## config.mk

```make
export PLATFORM = sky130hd
export DESIGN_NAME = parallel_programming_port
export DESIGN_NICKNAME = d
export VERILOG_FILES = /design/src/hw/pp_port_pkg.sv /design/src/hw/stream_if.sv /design/src/hw/parallel_programming_port.sv /design/src/hw/pp_word_buffer.sv
export SDC_FILE = /design/constraint.sdc
export NUM_CORES = 1
export LEC_CHECK = 0
export BUFFER_PORTS_ARGS = -buffer_cell sky130_fd_sc_hd__buf_2
export CAP_MARGIN = 20
export CORE_MARGIN = 5
export CORE_UTILIZATION = 55
export CTS_CLUSTER_SIZE = 30
export DETAILED_ROUTE_END_ITERATION = 7
export PLACE_DENSITY_LB_ADDON = 0.25
export SLEW_MARGIN = 20
export SYNTH_ARGS = -nofsm -noshare
export SYNTH_HDL_FRONTEND = slang
export SYNTH_SLANG_ARGS = --single-unit
```

## constraint.sdc

```tcl
create_clock -name clk -period 7.02 [get_ports clk]
set_clock_uncertainty 0.1 [all_clocks]
set_input_delay 1.053 -clock clk [delete_from_list [all_inputs] [get_ports clk]]
set_output_delay 1.053 -clock clk [all_outputs]
set_load 0.05 [all_outputs]
```

## src/hw/pp_port_pkg.sv

```systemverilog
package pp_port_pkg;

  // command bytes
  localparam logic [7:0] CMD_NOP = 8'h00;
  localparam logic [7:0] CMD_CHIP_ERASE = 8'h80;
  localparam logic [7:0] CMD_WRITE_FUSE = 8'h40;
  localparam logic [7:0] CMD_WRITE_LOCK = 8'h20;
  localparam logic [7:0] CMD_WRITE_FLASH = 8'h10;
  localparam logic [7:0] CMD_WRITE_EEPROM = 8'h11;
  localparam logic [7:0] CMD_READ_SIG = 8'h08;
  localparam logic [7:0] CMD_READ_FUSE_LOCK = 8'h04;
  localparam logic [7:0] CMD_READ_FLASH = 8'h02;
  localparam logic [7:0] CMD_READ_EEPROM = 8'h03;

  // action codes on the two action select pins
  localparam logic [1:0] ACT_LOAD_ADDR = 2'h0;
  localparam logic [1:0] ACT_LOAD_DATA = 2'h1;
  localparam logic [1:0] ACT_LOAD_CMD = 2'h2;
  localparam logic [1:0] ACT_IDLE = 2'h3;

  // mode entry
  localparam logic [3:0] ENTRY_PINS_VALUE = 4'h0;
  localparam logic [2:0] ENTRY_TOGGLES = 3'h6;

  // timing
  localparam int CLK_PERIOD_NS = 100;
  localparam int STROBE_MIN_NS = 250;
  localparam int STROBE_MIN_CYC = (STROBE_MIN_NS + CLK_PERIOD_NS - 1) / CLK_PERIOD_NS;
  localparam int ENTRY_GUARD_NS = 100;
  localparam int ENTRY_GUARD_CYC_RAW = (ENTRY_GUARD_NS + CLK_PERIOD_NS - 1) / CLK_PERIOD_NS;
  localparam int ENTRY_GUARD_CYC = (ENTRY_GUARD_CYC_RAW < 1) ? 1 : ENTRY_GUARD_CYC_RAW;

  // memory organisation
  localparam int FLASH_PAGE_WORDS = 64;
  localparam int EEPROM_PAGE_BYTES = 4;
  localparam int STREAM_W = 32;
  localparam int BUF_DEPTH = 2;

  // reset values
  localparam logic [15:0] ADDR_RESET = 16'h0000;
  localparam logic [7:0] DATA_RESET = 8'h00;

  typedef enum logic [2:0] {
    ST_IDLE = 3'h0,
    ST_STREAM = 3'h1,
    ST_COMMIT = 3'h3,
    ST_WAIT = 3'h2,
    ST_ERASE_MEM = 3'h6,
    ST_ERASE_LOCK = 3'h4
  } prog_state_t;

  typedef enum logic [2:0] {
    OP_NONE = 3'h0,
    OP_ERASE_MEM = 3'h1,
    OP_CLEAR_LOCK = 3'h2,
    OP_WRITE_FLASH = 3'h3,
    OP_WRITE_EEPROM = 3'h4,
    OP_FUSE_LO = 3'h5,
    OP_FUSE_HI = 3'h6,
    OP_WRITE_LOCK = 3'h7
  } nvm_op_t;

  typedef enum logic [2:0] {
    RD_NONE = 3'h0,
    RD_FLASH = 3'h1,
    RD_EEPROM = 3'h2,
    RD_SIG = 3'h3,
    RD_FUSE = 3'h4
  } rd_space_t;

endpackage

```

## src/hw/stream_if.sv

```systemverilog
interface stream_if #(parameter int WIDTH = 32);
  logic in_valid;
  logic in_ready;
  logic [WIDTH-1:0] in_data;
  logic out_valid;
  logic out_ready;
  logic [WIDTH-1:0] out_data;
  logic empty;

  modport fill(output in_valid, output in_data, output out_ready,
               input in_ready, input out_valid, input out_data, input empty);
  modport store(input in_valid, input in_data, input out_ready,
                output in_ready, output out_valid, output out_data, output empty);
endinterface

```

## src/hw/parallel_programming_port.sv

```systemverilog
// What this block does, and what the programmer must do
// RL1 - programmer holds each strobe at least 250 ns
// RL2 - write or read strobe runs loaded command; here reads run without the read strobe, which only enables the bus
// RL3 - ready_busy_n low while an operation runs
// RL4 - data bus driven only while read strobe low
// RL5 - byte selects choose low, high, second high
// RL6 - action 00 loads address, 01 loads data
// RL7 - action 10 loads command, 11 does nothing
// RL8 - decode erase, fuse, lock, flash, eeprom writes
// RL9 - decode signature, fuse, flash, eeprom reads
// RL10 - entry needs six clock toggles, pins 0000
// RL11 - entry pins static 100 ns after high voltage
// RL12 - programmer may use alternate entry for clocks
// RL13 - command and address kept across operations
// RL14 - programmer reloads high address per window
// RL15 - erase clears memories, then lock bits last
// RL16 - eeprom kept on erase when fuse says
// RL17 - programmer erases before reprogramming memories
// RL18 - write strobe starts erase, busy until done
// RL19 - flash words collected, whole page programmed
// RL20 - page latch stores data word at address
// RL21 - low address bits pick word, upper page
// RL22 - programmer loads high address with 00, select 1
// RL23 - write strobe with select 0 programs page
// RL24 - 64 word page, word bits 5..0
// RL25 - no-operation command blocks further writes
// RL26 - bus captured on load clock rising edge
module parallel_programming_port
  import pp_port_pkg::*;
#(
  parameter int FLASH_WORDS = FLASH_PAGE_WORDS,
  parameter int EEPROM_BYTES = EEPROM_PAGE_BYTES,
  parameter int GUARD_CYC = ENTRY_GUARD_CYC
) (
  // clock and reset
  input wire logic clk,
  input wire logic rst_n,
  // mode entry
  input wire logic reset_pin_low,
  input wire logic hv_on_reset,
  // programming strobes and selects
  input wire logic load_clock_pin,
  input wire logic wr_n,
  input wire logic oe_n,
  input wire logic page_latch_strobe,
  input wire logic load_action_sel0,
  input wire logic load_action_sel1,
  input wire logic byte_select_hi,
  input wire logic byte_select_ext,
  // data bus
  input wire logic [7:0] data_in,
  output logic [7:0] data_out,
  output logic data_oe,
  // status
  output logic ready_busy_n,
  output logic prog_mode,
  // fuse and lock state
  input wire logic keep_eeprom_on_erase,
  input wire logic [7:0] fuse_lo_in,
  input wire logic [7:0] fuse_hi_in,
  input wire logic [7:0] lock_in,
  // memory read
  output logic [15:0] rd_addr,
  output rd_space_t rd_space,
  input wire logic [15:0] rd_word,
  // memory operations
  output logic nvm_start,
  output nvm_op_t nvm_op,
  output logic [7:0] nvm_wbyte,
  output logic nvm_keep_eeprom,
  input wire logic nvm_done,
  // page word stream
  output logic nvm_word_valid,
  input wire logic nvm_word_ready,
  output logic [15:0] nvm_word_addr,
  output logic [15:0] nvm_word_data
);
  localparam int PW = (FLASH_WORDS > 1) ? $clog2(FLASH_WORDS) : 1;
  localparam int EW = (EEPROM_BYTES > 1) ? $clog2(EEPROM_BYTES) : 1;

  generate
    if (FLASH_WORDS < 2 || FLASH_WORDS > 256 || (FLASH_WORDS & (FLASH_WORDS - 1)) != 0 ||
        EEPROM_BYTES < 2 || EEPROM_BYTES >= FLASH_WORDS || (EEPROM_BYTES & (EEPROM_BYTES - 1)) != 0 ||
        GUARD_CYC < 1 || GUARD_CYC > 255) begin : g_bad_param
      $error("parallel_programming_port: page sizes or guard count out of range");
    end
  endgenerate

  // write decoding shared by the sequencer and its checks, read decoding for the read path
  function automatic nvm_op_t write_op(input logic [7:0] cmd, input logic hi);
    nvm_op_t op;
    op = OP_NONE;
    if (cmd == CMD_CHIP_ERASE) op = OP_ERASE_MEM; // RL8
    else if (cmd == CMD_WRITE_FLASH) op = hi ? OP_NONE : OP_WRITE_FLASH; // RL8 RL23
    else if (cmd == CMD_WRITE_EEPROM) op = hi ? OP_NONE : OP_WRITE_EEPROM; // RL8
    else if (cmd == CMD_WRITE_FUSE) op = hi ? OP_FUSE_HI : OP_FUSE_LO; // RL8 RL5
    else if (cmd == CMD_WRITE_LOCK) op = OP_WRITE_LOCK; // RL8
    return op;
  endfunction

  function automatic rd_space_t read_space(input logic [7:0] cmd);
    rd_space_t sp;
    sp = RD_NONE;
    if (cmd == CMD_READ_FLASH) sp = RD_FLASH; // RL9
    else if (cmd == CMD_READ_EEPROM) sp = RD_EEPROM; // RL9
    else if (cmd == CMD_READ_SIG) sp = RD_SIG; // RL9
    else if (cmd == CMD_READ_FUSE_LOCK) sp = RD_FUSE; // RL9
    return sp;
  endfunction

  // edge detection; pins are synchronous, so one flop each is enough
  logic xtal_q_ff;
  logic wr_q_ff;
  logic pl_q_ff;
  logic hv_q_ff;
  logic xtal_rise;
  logic wr_fall;
  logic pl_rise;
  logic hv_rise;

  always_ff @(posedge clk) begin
    if (!rst_n) begin
      xtal_q_ff <= 1'b0;
      wr_q_ff <= 1'b1;
      pl_q_ff <= 1'b0;
      hv_q_ff <= 1'b0;
    end else begin
      xtal_q_ff <= load_clock_pin;
      wr_q_ff <= wr_n;
      pl_q_ff <= page_latch_strobe;
      hv_q_ff <= hv_on_reset;
    end
  end

  assign xtal_rise = load_clock_pin & ~xtal_q_ff;
  assign wr_fall = ~wr_n & wr_q_ff;
  assign pl_rise = page_latch_strobe & ~pl_q_ff;
  assign hv_rise = hv_on_reset & ~hv_q_ff;

  // mode entry
  logic [3:0] entry_pins;
  logic [2:0] toggle_cnt_ff;
  logic arm_ff;
  logic [7:0] guard_cnt_ff;
  logic prog_mode_ff;

  assign entry_pins = {page_latch_strobe, load_action_sel1, load_action_sel0, byte_select_hi};

  always_ff @(posedge clk) begin
    if (!rst_n) begin
      toggle_cnt_ff <= 3'h0;
    end else if (!reset_pin_low && !hv_on_reset) begin
      toggle_cnt_ff <= 3'h0;
    end else if (reset_pin_low && xtal_rise && toggle_cnt_ff != ENTRY_TOGGLES) begin
      toggle_cnt_ff <= toggle_cnt_ff + 3'h1; // RL10
    end
  end

  // a failed entry stays failed until the high voltage is removed
  always_ff @(posedge clk) begin
    if (!rst_n) begin
      arm_ff <= 1'b0;
      guard_cnt_ff <= 8'h00;
      prog_mode_ff <= 1'b0;
    end else if (!hv_on_reset) begin
      arm_ff <= 1'b0;
      prog_mode_ff <= 1'b0;
    end else if (hv_rise) begin
      arm_ff <= (toggle_cnt_ff == ENTRY_TOGGLES) && (entry_pins == ENTRY_PINS_VALUE); // RL10
      guard_cnt_ff <= 8'(GUARD_CYC);
    end else if (arm_ff) begin
      if (entry_pins != ENTRY_PINS_VALUE) begin
        arm_ff <= 1'b0; // RL11
      end else if (guard_cnt_ff == 8'h01) begin
        arm_ff <= 1'b0;
        prog_mode_ff <= 1'b1; // RL11
      end else begin
        guard_cnt_ff <= guard_cnt_ff - 8'h01;
      end
    end
  end

  assign prog_mode = prog_mode_ff;

  // command, address and data loading
  prog_state_t state_ff;
  logic active;
  logic [7:0] cmd_ff;
  logic [15:0] addr_ff;
  logic [7:0] data_lo_ff;
  logic [7:0] data_hi_ff;

  // loads are refused while busy so the page address cannot move under a stream
  assign active = prog_mode_ff && (state_ff == ST_IDLE);

  always_ff @(posedge clk) begin
    if (!rst_n) begin
      cmd_ff <= CMD_NOP;
      addr_ff <= ADDR_RESET;
      data_lo_ff <= DATA_RESET;
      data_hi_ff <= DATA_RESET;
    end else if (!prog_mode_ff) begin
      cmd_ff <= CMD_NOP;
    end else if (active && xtal_rise) begin // RL26 RL13
      case ({load_action_sel1, load_action_sel0})
        ACT_LOAD_ADDR: begin
          if (byte_select_hi) addr_ff[15:8] <= data_in; // RL6 RL5
          else addr_ff[7:0] <= data_in; // RL6
        end
        ACT_LOAD_DATA: begin
          if (byte_select_hi) data_hi_ff <= data_in; // RL6 RL5
          else data_lo_ff <= data_in; // RL6
        end
        ACT_LOAD_CMD: cmd_ff <= data_in; // RL7 RL25
        default: ; // RL7
      endcase
    end
  end

  // page buffer shared by flash words and eeprom bytes
  logic [15:0] page_mem [FLASH_WORDS];

  always_ff @(posedge clk) begin
    if (active && pl_rise) begin
      if (cmd_ff == CMD_WRITE_FLASH) begin
        page_mem[addr_ff[PW-1:0]] <= {data_hi_ff, data_lo_ff}; // RL20 RL21 RL24
      end else if (cmd_ff == CMD_WRITE_EEPROM) begin
        page_mem[{{(PW-EW){1'b0}}, addr_ff[EW-1:0]}] <= {8'h00, data_lo_ff}; // RL20
      end
    end
  end

  // operation sequencer
  logic [PW-1:0] idx_ff;
  logic [PW-1:0] last_ff;
  logic [15:0] mask_ff;
  logic [15:0] base_ff;
  logic nvm_start_ff;
  nvm_op_t nvm_op_ff;
  logic keep_ff;
  logic erase_mem_done_ff;
  nvm_op_t wr_op;

  stream_if #(.WIDTH(STREAM_W)) sbuf();

  assign wr_op = write_op(cmd_ff, byte_select_hi);

  always_ff @(posedge clk) begin
    if (!rst_n) begin
      state_ff <= ST_IDLE;
      idx_ff <= '0;
      last_ff <= '0;
      mask_ff <= 16'h0000;
      base_ff <= 16'h0000;
      nvm_start_ff <= 1'b0;
      nvm_op_ff <= OP_NONE;
      keep_ff <= 1'b0;
      erase_mem_done_ff <= 1'b0;
    end else begin
      nvm_start_ff <= 1'b0;
      case (state_ff)
        ST_IDLE: begin
          erase_mem_done_ff <= 1'b0;
          if (prog_mode_ff && wr_fall) begin // RL2
            case (wr_op)
              OP_NONE: ; // RL25
              OP_ERASE_MEM: begin
                state_ff <= ST_ERASE_MEM; // RL18
                nvm_op_ff <= OP_ERASE_MEM; // RL15
                nvm_start_ff <= 1'b1;
                keep_ff <= keep_eeprom_on_erase; // RL16
              end
              OP_WRITE_FLASH: begin
                state_ff <= ST_STREAM; // RL19 RL23
                nvm_op_ff <= OP_WRITE_FLASH;
                idx_ff <= '0;
                last_ff <= PW'(FLASH_WORDS - 1);
                mask_ff <= 16'(FLASH_WORDS - 1); // RL24
                base_ff <= addr_ff & ~16'(FLASH_WORDS - 1); // RL21
              end
              OP_WRITE_EEPROM: begin
                state_ff <= ST_STREAM;
                nvm_op_ff <= OP_WRITE_EEPROM;
                idx_ff <= '0;
                last_ff <= PW'(EEPROM_BYTES - 1);
                mask_ff <= 16'(EEPROM_BYTES - 1);
                base_ff <= addr_ff & ~16'(EEPROM_BYTES - 1); // RL21
              end
              default: begin
                state_ff <= ST_WAIT; // RL2
                nvm_op_ff <= wr_op;
                nvm_start_ff <= 1'b1;
              end
            endcase
          end
        end
        ST_STREAM: begin
          if (sbuf.in_ready) begin
            idx_ff <= idx_ff + PW'(1);
            if (idx_ff == last_ff) state_ff <= ST_COMMIT; // RL19
          end
        end
        ST_COMMIT: begin
          // program only after every buffered word has reached the array side
          if (sbuf.empty) begin
            nvm_start_ff <= 1'b1; // RL19
            state_ff <= ST_WAIT;
          end
        end
        ST_WAIT: begin
          if (nvm_done) state_ff <= ST_IDLE; // RL3 RL23
        end
        ST_ERASE_MEM: begin
          if (nvm_done) begin
            erase_mem_done_ff <= 1'b1;
            nvm_op_ff <= OP_CLEAR_LOCK; // RL15
            nvm_start_ff <= 1'b1;
            state_ff <= ST_ERASE_LOCK;
          end
        end
        ST_ERASE_LOCK: begin
          if (nvm_done) state_ff <= ST_IDLE; // RL18
        end
        default: state_ff <= ST_IDLE;
      endcase
    end
  end

  assign ready_busy_n = (state_ff == ST_IDLE); // RL3
  assign nvm_start = nvm_start_ff;
  assign nvm_op = nvm_op_ff;
  assign nvm_wbyte = data_lo_ff;
  assign nvm_keep_eeprom = keep_ff; // RL16

  // the buffer absorbs a stall by the array side without losing a word
  assign sbuf.in_valid = (state_ff == ST_STREAM);
  assign sbuf.in_data = {base_ff | (16'(idx_ff) & mask_ff), page_mem[idx_ff]}; // RL21 RL24
  assign sbuf.out_ready = nvm_word_ready;
  assign nvm_word_valid = sbuf.out_valid;
  assign nvm_word_addr = sbuf.out_data[31:16];
  assign nvm_word_data = sbuf.out_data[15:0];

  pp_word_buffer #(.WIDTH(STREAM_W), .DEPTH(BUF_DEPTH)) u_buf (
    .clk(clk),
    .rst_n(rst_n),
    .port(sbuf.store)
  );

  // read path; data lags the selects by one cycle
  logic [7:0] data_out_ff;
  logic [15:0] rd_addr_ff;
  rd_space_t rd_space_ff;

  always_ff @(posedge clk) begin
    if (!rst_n) begin
      rd_addr_ff <= ADDR_RESET;
      rd_space_ff <= RD_NONE;
    end else begin
      rd_addr_ff <= addr_ff;
      rd_space_ff <= prog_mode_ff ? read_space(cmd_ff) : RD_NONE; // RL9 RL13
    end
  end

  always_ff @(posedge clk) begin
    if (!rst_n) begin
      data_out_ff <= DATA_RESET;
    end else begin
      case (cmd_ff)
        CMD_READ_FLASH, CMD_READ_SIG: data_out_ff <= byte_select_hi ? rd_word[15:8] : rd_word[7:0]; // RL5 RL9
        CMD_READ_EEPROM: data_out_ff <= rd_word[7:0]; // RL9
        CMD_READ_FUSE_LOCK: begin
          case ({byte_select_ext, byte_select_hi})
            2'h0: data_out_ff <= fuse_lo_in; // RL5
            2'h3: data_out_ff <= fuse_hi_in; // RL5
            2'h1: data_out_ff <= lock_in;
            default: data_out_ff <= DATA_RESET;
          endcase
        end
        default: data_out_ff <= DATA_RESET;
      endcase
    end
  end

  assign rd_addr = rd_addr_ff;
  assign rd_space = rd_space_ff;
  assign data_out = data_out_ff;
  assign data_oe = prog_mode_ff & ~oe_n; // RL4
endmodule

```

## src/hw/pp_word_buffer.sv

```systemverilog
module pp_word_buffer #(
  parameter int WIDTH = 32,
  parameter int DEPTH = 2
) (
  // clock and reset
  input wire logic clk,
  input wire logic rst_n,
  // buffered stream
  stream_if.store port
);
  localparam int AW = (DEPTH > 1) ? $clog2(DEPTH) : 1;

  generate
    if (DEPTH < 2 || (DEPTH & (DEPTH - 1)) != 0) begin : g_bad_depth
      $error("pp_word_buffer: DEPTH must be a power of two, at least 2");
    end
  endgenerate

  logic [WIDTH-1:0] mem [DEPTH];
  logic [AW-1:0] wr_ptr_ff;
  logic [AW-1:0] rd_ptr_ff;
  logic [AW:0] count_ff;
  logic push;
  logic pop;

  assign port.in_ready = (count_ff != (AW+1)'(DEPTH));
  assign port.out_valid = (count_ff != '0);
  assign port.empty = (count_ff == '0);
  assign port.out_data = mem[rd_ptr_ff];
  assign push = port.in_valid & port.in_ready;
  assign pop = port.out_valid & port.out_ready;

  // storage needs no reset, only pointers and count do
  always_ff @(posedge clk) begin
    if (push) begin
      mem[wr_ptr_ff] <= port.in_data;
    end
  end

  always_ff @(posedge clk) begin
    if (!rst_n) begin
      wr_ptr_ff <= '0;
      rd_ptr_ff <= '0;
      count_ff <= '0;
    end else begin
      if (push) wr_ptr_ff <= wr_ptr_ff + AW'(1);
      if (pop) rd_ptr_ff <= rd_ptr_ff + AW'(1);
      if (push && !pop) count_ff <= count_ff + (AW+1)'(1);
      else if (pop && !push) count_ff <= count_ff - (AW+1)'(1);
    end
  end
endmodule

```

After elaboration in Yosys (flattened, before gate mapping)
Memory sizes are Yosys's and may differ from the RTL's. A register that Yosys moved wholly into a read port is not among the register bits.
Cells that the tools add are included.
- add/subtract/negate cells: 7
- multipliers: 0
- divide/modulo/power cells: 0
- $lt $le $gt $ge: 0
- equal/unequal tests: 36
- shifts and indexed selects: 0
- muxes and demuxes: 65
- bitwise operators: 19
- reductions and logical operators: 49
- operators with widths (kind ; number):
    16-bit case mux with 2 select lines ; 2
    8-bit case mux with 3 select lines ; 2
    3-bit two-way mux ; 15
    8-bit two-way mux ; 5
    6-bit two-way mux ; 6
    4-bit AND reduction ; 8
    6-bit case mux with 2 select lines ; 2
    1-bit two-way mux ; 21
    2-bit inequality test, second input constant ; 9
    6-bit by 16-bit AND with 16-bit output ; 1
    8-bit by 2-bit equality test with 1-bit output, second input constant ; 2
    8-bit by 5-bit equality test with 1-bit output, second input constant ; 2
    16-bit two-way mux ; 1
    16-bit OR ; 1
    16-bit OR reduction ; 1
    3-bit case mux with 5 select lines ; 1
    3-bit equality test, second input constant ; 4
    2-bit two-way mux ; 6
    3-bit case mux with 4 select lines ; 1
    2-bit nonzero test ; 6
    1-bit logical AND ; 10
    1-bit NOT ; 10
    3-bit by 2-bit equality test with 1-bit output, second input constant ; 3
    3-bit case mux with 3 select lines ; 1
    other kinds (32) ; 56
- bits in registers: 140
- bits in latches: 0
- bits in writable memories: 1088
- bits in read-only memories: 0
- input bits: 63
- output and inout port bits: 76
- memories kept: 2
- memories (name ; depth ; bits a word ; read ports ; clocked after Yosys merged registers in ; wr ports ; RTL line ; RTL):
    page_mem ; 64 ; 16 ; 1 ; 1 ; 1 ; parallel_programming_port.sv:221 ; logic [15:0] page_mem [FLASH_WORDS];
    u_buf.mem ; 2 ; 32 ; 1 ; 1 ; 1 ; pp_word_buffer.sv:19 ; logic [WIDTH-1:0] mem [DEPTH];

Logic depth before layout (Yosys ltp)
- depth after elaboration: 13
- gate-level depth with buffers: 8

Cells and area by module
Synthesis repeated with hierarchy kept, for this count alone.
- cells, all modules: 2397
- area, all modules: 46593.4 µm²
- by module, submodules not included (module ; instances ; cells an instance ; area an instance (µm²) ; sequential area each (µm²)):
    parallel_programming_port ; 1 ; 2272 ; 44038.5 ; 33151.8
    pp_word_buffer ; 1 ; 125 ; 2555.0 ; 2021.9

Worst setup path after synthesis
Ideal clock, no wire load.
- kind: input -> register
- from: input page_latch_strobe
- to: memory page_mem[60][0], enable pin
- setup time: 0.409 ns
- arrival: 3.209 ns
- data required time: 6.511 ns
- path slack: 3.301 ns
- stages: 5
- path buffers: 0
- cell sequence: nor4b_1 nand4_1 nor3b_1 nand4_1 nor3_1
- word-level cells in the longest chain between the ends: 6
- ends and longest elaborated chain (element ; RTL line ; RTL):
    start: declaration ; parallel_programming_port.sv:45 ; input wire logic page_latch_strobe,
    1-bit AND * ; parallel_programming_port.sv:137 ; assign pl_rise = page_latch_strobe & ~pl_q_ff;
    1-bit logical AND * ; parallel_programming_port.sv:224 ; if (active && pl_rise) begin
    1-bit two-way mux ; parallel_programming_port.sv:224 ;
    1-bit two-way mux (implied by the code) ; parallel_programming_port.sv:228 ; page_mem[{{(PW-EW){1'b0}}, addr_ff[EW-1:0]}] <= {8'h00, data_lo_ff};
    16-bit OR reduction (no source line) ; n/a ;
    6-bit two-way mux (no source line) or 1-bit two-way mux (tied branches) ; n/a ;
    end: declaration ; parallel_programming_port.sv:221 ;
Mark *: on every way between the ends. The rest lies on a longest branch, timed or not.

Worst setup path in the final report
- from: register prog_mode_ff (netlist: prog_mode)
- to: memory page_mem[47][7], enable pin
- word-level cells in the longest chain between the ends: 6
- ends and longest elaborated chain (element ; RTL line ; RTL):
    start: declaration ; parallel_programming_port.sv:145 ; logic prog_mode_ff;
    start signal: assignment ; parallel_programming_port.sv:164 ; prog_mode_ff <= 1'b0;
    start signal: assignment ; parallel_programming_port.sv:167 ; prog_mode_ff <= 1'b0;
    start signal: assignment ; parallel_programming_port.sv:176 ; prog_mode_ff <= 1'b1;
    1-bit logical AND * ; parallel_programming_port.sv:194 ; assign active = prog_mode_ff && (state_ff == ST_IDLE);
    1-bit logical AND * ; parallel_programming_port.sv:224 ;
    1-bit two-way mux ; parallel_programming_port.sv:224 ;
    1-bit two-way mux (implied by the code) ; parallel_programming_port.sv:228 ;
    16-bit OR reduction (no source line) ; n/a ;
    6-bit two-way mux (no source line) or 1-bit two-way mux (tied branches) ; n/a ;
Marked as above.

==> flow_summary_export.csv <==
group,metric,value,unit
worst_setup_path,arrival,4.31,ns
clock_network,clock_latency,0.68,ns
synth,synth_fp_nets,2453,
finish,layout.nets,2669,
synth,yosysMostFrequentCell,"edfxtp_1",
run,maxCapViolCount,0,
finish,n_antenna_cell,0,
floorplanning,fp.coreArea,84000,um^2
power_and_ir_drop,power.total,13.8,mW
worst_setup_path,crit_path_end_kind,"register",
drt,drt_iter0_drc,2888,
synth,syn-instance-count,2378,
sta,setup_tns,0,ns
finish,drive_gt1_share,27.5,%
power_and_ir_drop,ir_drop,0.209,mV
worst_setup_path,worstSetupStartpoint,"prog_mode",
drt,wire_per_inst,28.0,um
floorplanning,die_w,301,um
clock_network,post_cts_resized,0,
sta,slew_violations,0,
clock_network,tritoncts,"built",
worst_setup_path,worstPathRequired,7.22,ns
global_routing,track_usage,23.7,%
finish,multiInputGateArea,10900,um^2
hold_path,hp-class,"register to register",
synth,yosys_most_used_dff,"edfxtp_1",
sta,period_share,58.7,%
hold_path,hold_path.startpoint,"base_ff[12]",
clock_network,post_cts_buffers,0,
floorplanning,ioPinCount,139,
clock_network,cts-root-buf,"clkbuf_16",
sta,grt_setup_unrepaired,"false",
floorplanning,initial_core_util,55.6,%
drt,viasPerCell,6.27,
placed_design,gp_congestion,0.821,
worst_setup_path,critPathLaunchType,"register",
synth,synth.top_cells.by_area,"edfxtp_1 (70%), mux4_2 (12%), dfxtp_1 (5.4%), a22oi_1 (2.2%), mux2i_1 (1.3%)",
clock_network,cts_inserted_buffers,116,
floorplanning,die_area,90900,um^2
clock_network,clkSinkCount,1213,
drt,first_pass_iters,6,
synth,synth_cell_type_count,76,
clock_network,clkSlewWorstSetupHoldPaths,0.06,ns
synth,synthesis.area,46700,um^2
power_and_ir_drop,leakage,16.8,nW
worst_setup_path,reg2reg_from,"prog_mode",
sta,setup_viol,0,
placed_design,hpwl,63800,um
finish,seq_area,35200,um^2
synth,synthTopCellsByCount,"edfxtp_1 (1088), mux4_2 (256), nor2_1 (137), a22oi_1 (135), dfxtp_1 (125)",
floorplanning,die_y,301,um
synth,yosysTopAreaCell,"edfxtp_1",
placed_design,io_buffer_count,138,
synth,synth-edff-count,1088,
outcome,status,"finished, final reports clean",
global_routing,antenna_found_initial,1,
global_routing,grt_overflow,0,
floorplanning,row_count,106,
synth,synth.avg_cell_area,19.6,um^2
finish,fillers,5660,
sta,slew_headroom,26.8,%
global_routing,grt_pass1_wl,159000,um
global_routing,grt_max_degree,113,
worst_setup_path,path_max_fanout,16,
synth,async_flop_share,0,%
sta,fin_crit,4.12,ns
drt,drc,0,
global_routing,grt_pass1_vias,24330,
worst_setup_path,criticalPathCategory,"register to register",
synth,synth_top_area_share,69.9,%
sta,hold_viol_final,0,
drt,antenna_left,0,
finish,flow.area_growth_from_synthesis,12.9,%
drt,wl,107000,um
sta,fmax,0.243,GHz
synth,yosysWarnings,0,
power_and_ir_drop,power.density,262,nW/um^2
drt,vias,24015,
clock_network,cts.htree.levels,3,
synth,synth_seq_cells,1213,
clock_network,cts_max_path_buffers,3,
synth,seq_area_frac_synth,75.3,%
clock_network,cts_hold_buf,0,
sta,tightest_slew,1.10,ns
## power by group
group / internal [mW] / switching [mW] / leakage, nW
clock: 3.46 / 2.55 / 1.81
combinational: 0.0290 / 0.0439 / 3.97
sequential: 7.75 / 0.00446 / 11.0
## cell usage in the layout, fill, tap and decap left out, drive strengths merged, types with 5 or more instances in the layout
master  instances
edfxtp       1088
mux4          256
buf           230
clkbuf        164
nor2          137
a22oi         135
dfxtp         125
a21oi          90
mux2i          60
nand2          59
clkinv         42
mux2           32
inv            27
o21ai          23
nand3          21
or4            19
and2           18
nor3           17
ha             12
nand2b         11
xnor2           9
or2             9
nor2b           9
or3             7
bufinv          6
nor4            6
xor2            5
a211oi          5
## registers in the layout (all words and copies together) (netlist names), 14 cells and up, named ones only
signal / cells
rd_addr: 16
addr_ff: 16
base_ff: 14
u_buf.mem: 64
page_mem: 1024
## routing by layer
| metal | global-route usage [%] | routed length, um | up-vias | share of wire, % |
|---|---|---|---|---|
| met5 | 0 | 13 | - | 0.012 |
| met4 | 7.22 | 3300 | 2 | 3.1 |
| met3 | 5.14 | 10100 | 185 | 9.5 |
| met2 | 37.8 | 51700 | 1203 | 48 |
| met1 | 33.6 | 41900 | 12448 | 39 |
| li1 | - | - | 10177 | - |
## final timing paths
check | end | slack (ns) | depth (start not counted)
hold / removal | u_buf.mem[0][28] | 0.36 | 0
setup reg to reg | page_mem[47][7] | 2.90 | 5
setup / recovery | page_mem[47][7] | 2.90 | 5
hold reg to reg | u_buf.mem[0][28] | 0.36 | 0
## worst max-delay path, cell delays in order (launching register included)
cell,delay (ns)
dfxtp_1,0.51
nor4b_2,0.39
nand4_1,0.29
nor3b_1,0.87
nand3_1,0.64
nor2_2,0.91
## cell type report
cell class                 instances  share of cell area, %
clock buffer                     164                   6.21
clock inverter                    54                  0.830
inverter                          25                  0.178
multi-input combinational       1008                   20.6
sequential                      1213                   66.7
tap                             1134                   2.69
timing repair buffer             230                   2.74
## kinds of logic after synthesis
group                      Yosys count  share of synthesized area (%)
AOI/OAI and AO/OA                  291                           4.28
xor gates and xnor gates            14                          0.263
adders and majority gates           13                          0.343
buffers and inverters              157                           1.57
DFF                               1213                           75.3
muxes                              348                           14.4
and+or+nand+nor                    342                           3.85
## metrics by stage
stage               setup WS [ns]  hold WS [ns]  util (%)  cell area, um^2  std cells
finish                       2.90         0.358      62.8            52700       3828
global route                 2.85         0.376      62.8            52700       3828
CTS                          3.08         0.358      62.8            52700       3828
detailed placement           2.59         0.344      58.4            49000       3610
global placement             2.26         0.330      58.4            49000       3609
floorplan                    3.30         0.325         -            46700       2378
No activity file was read; power rests on OpenSTA's default activity.
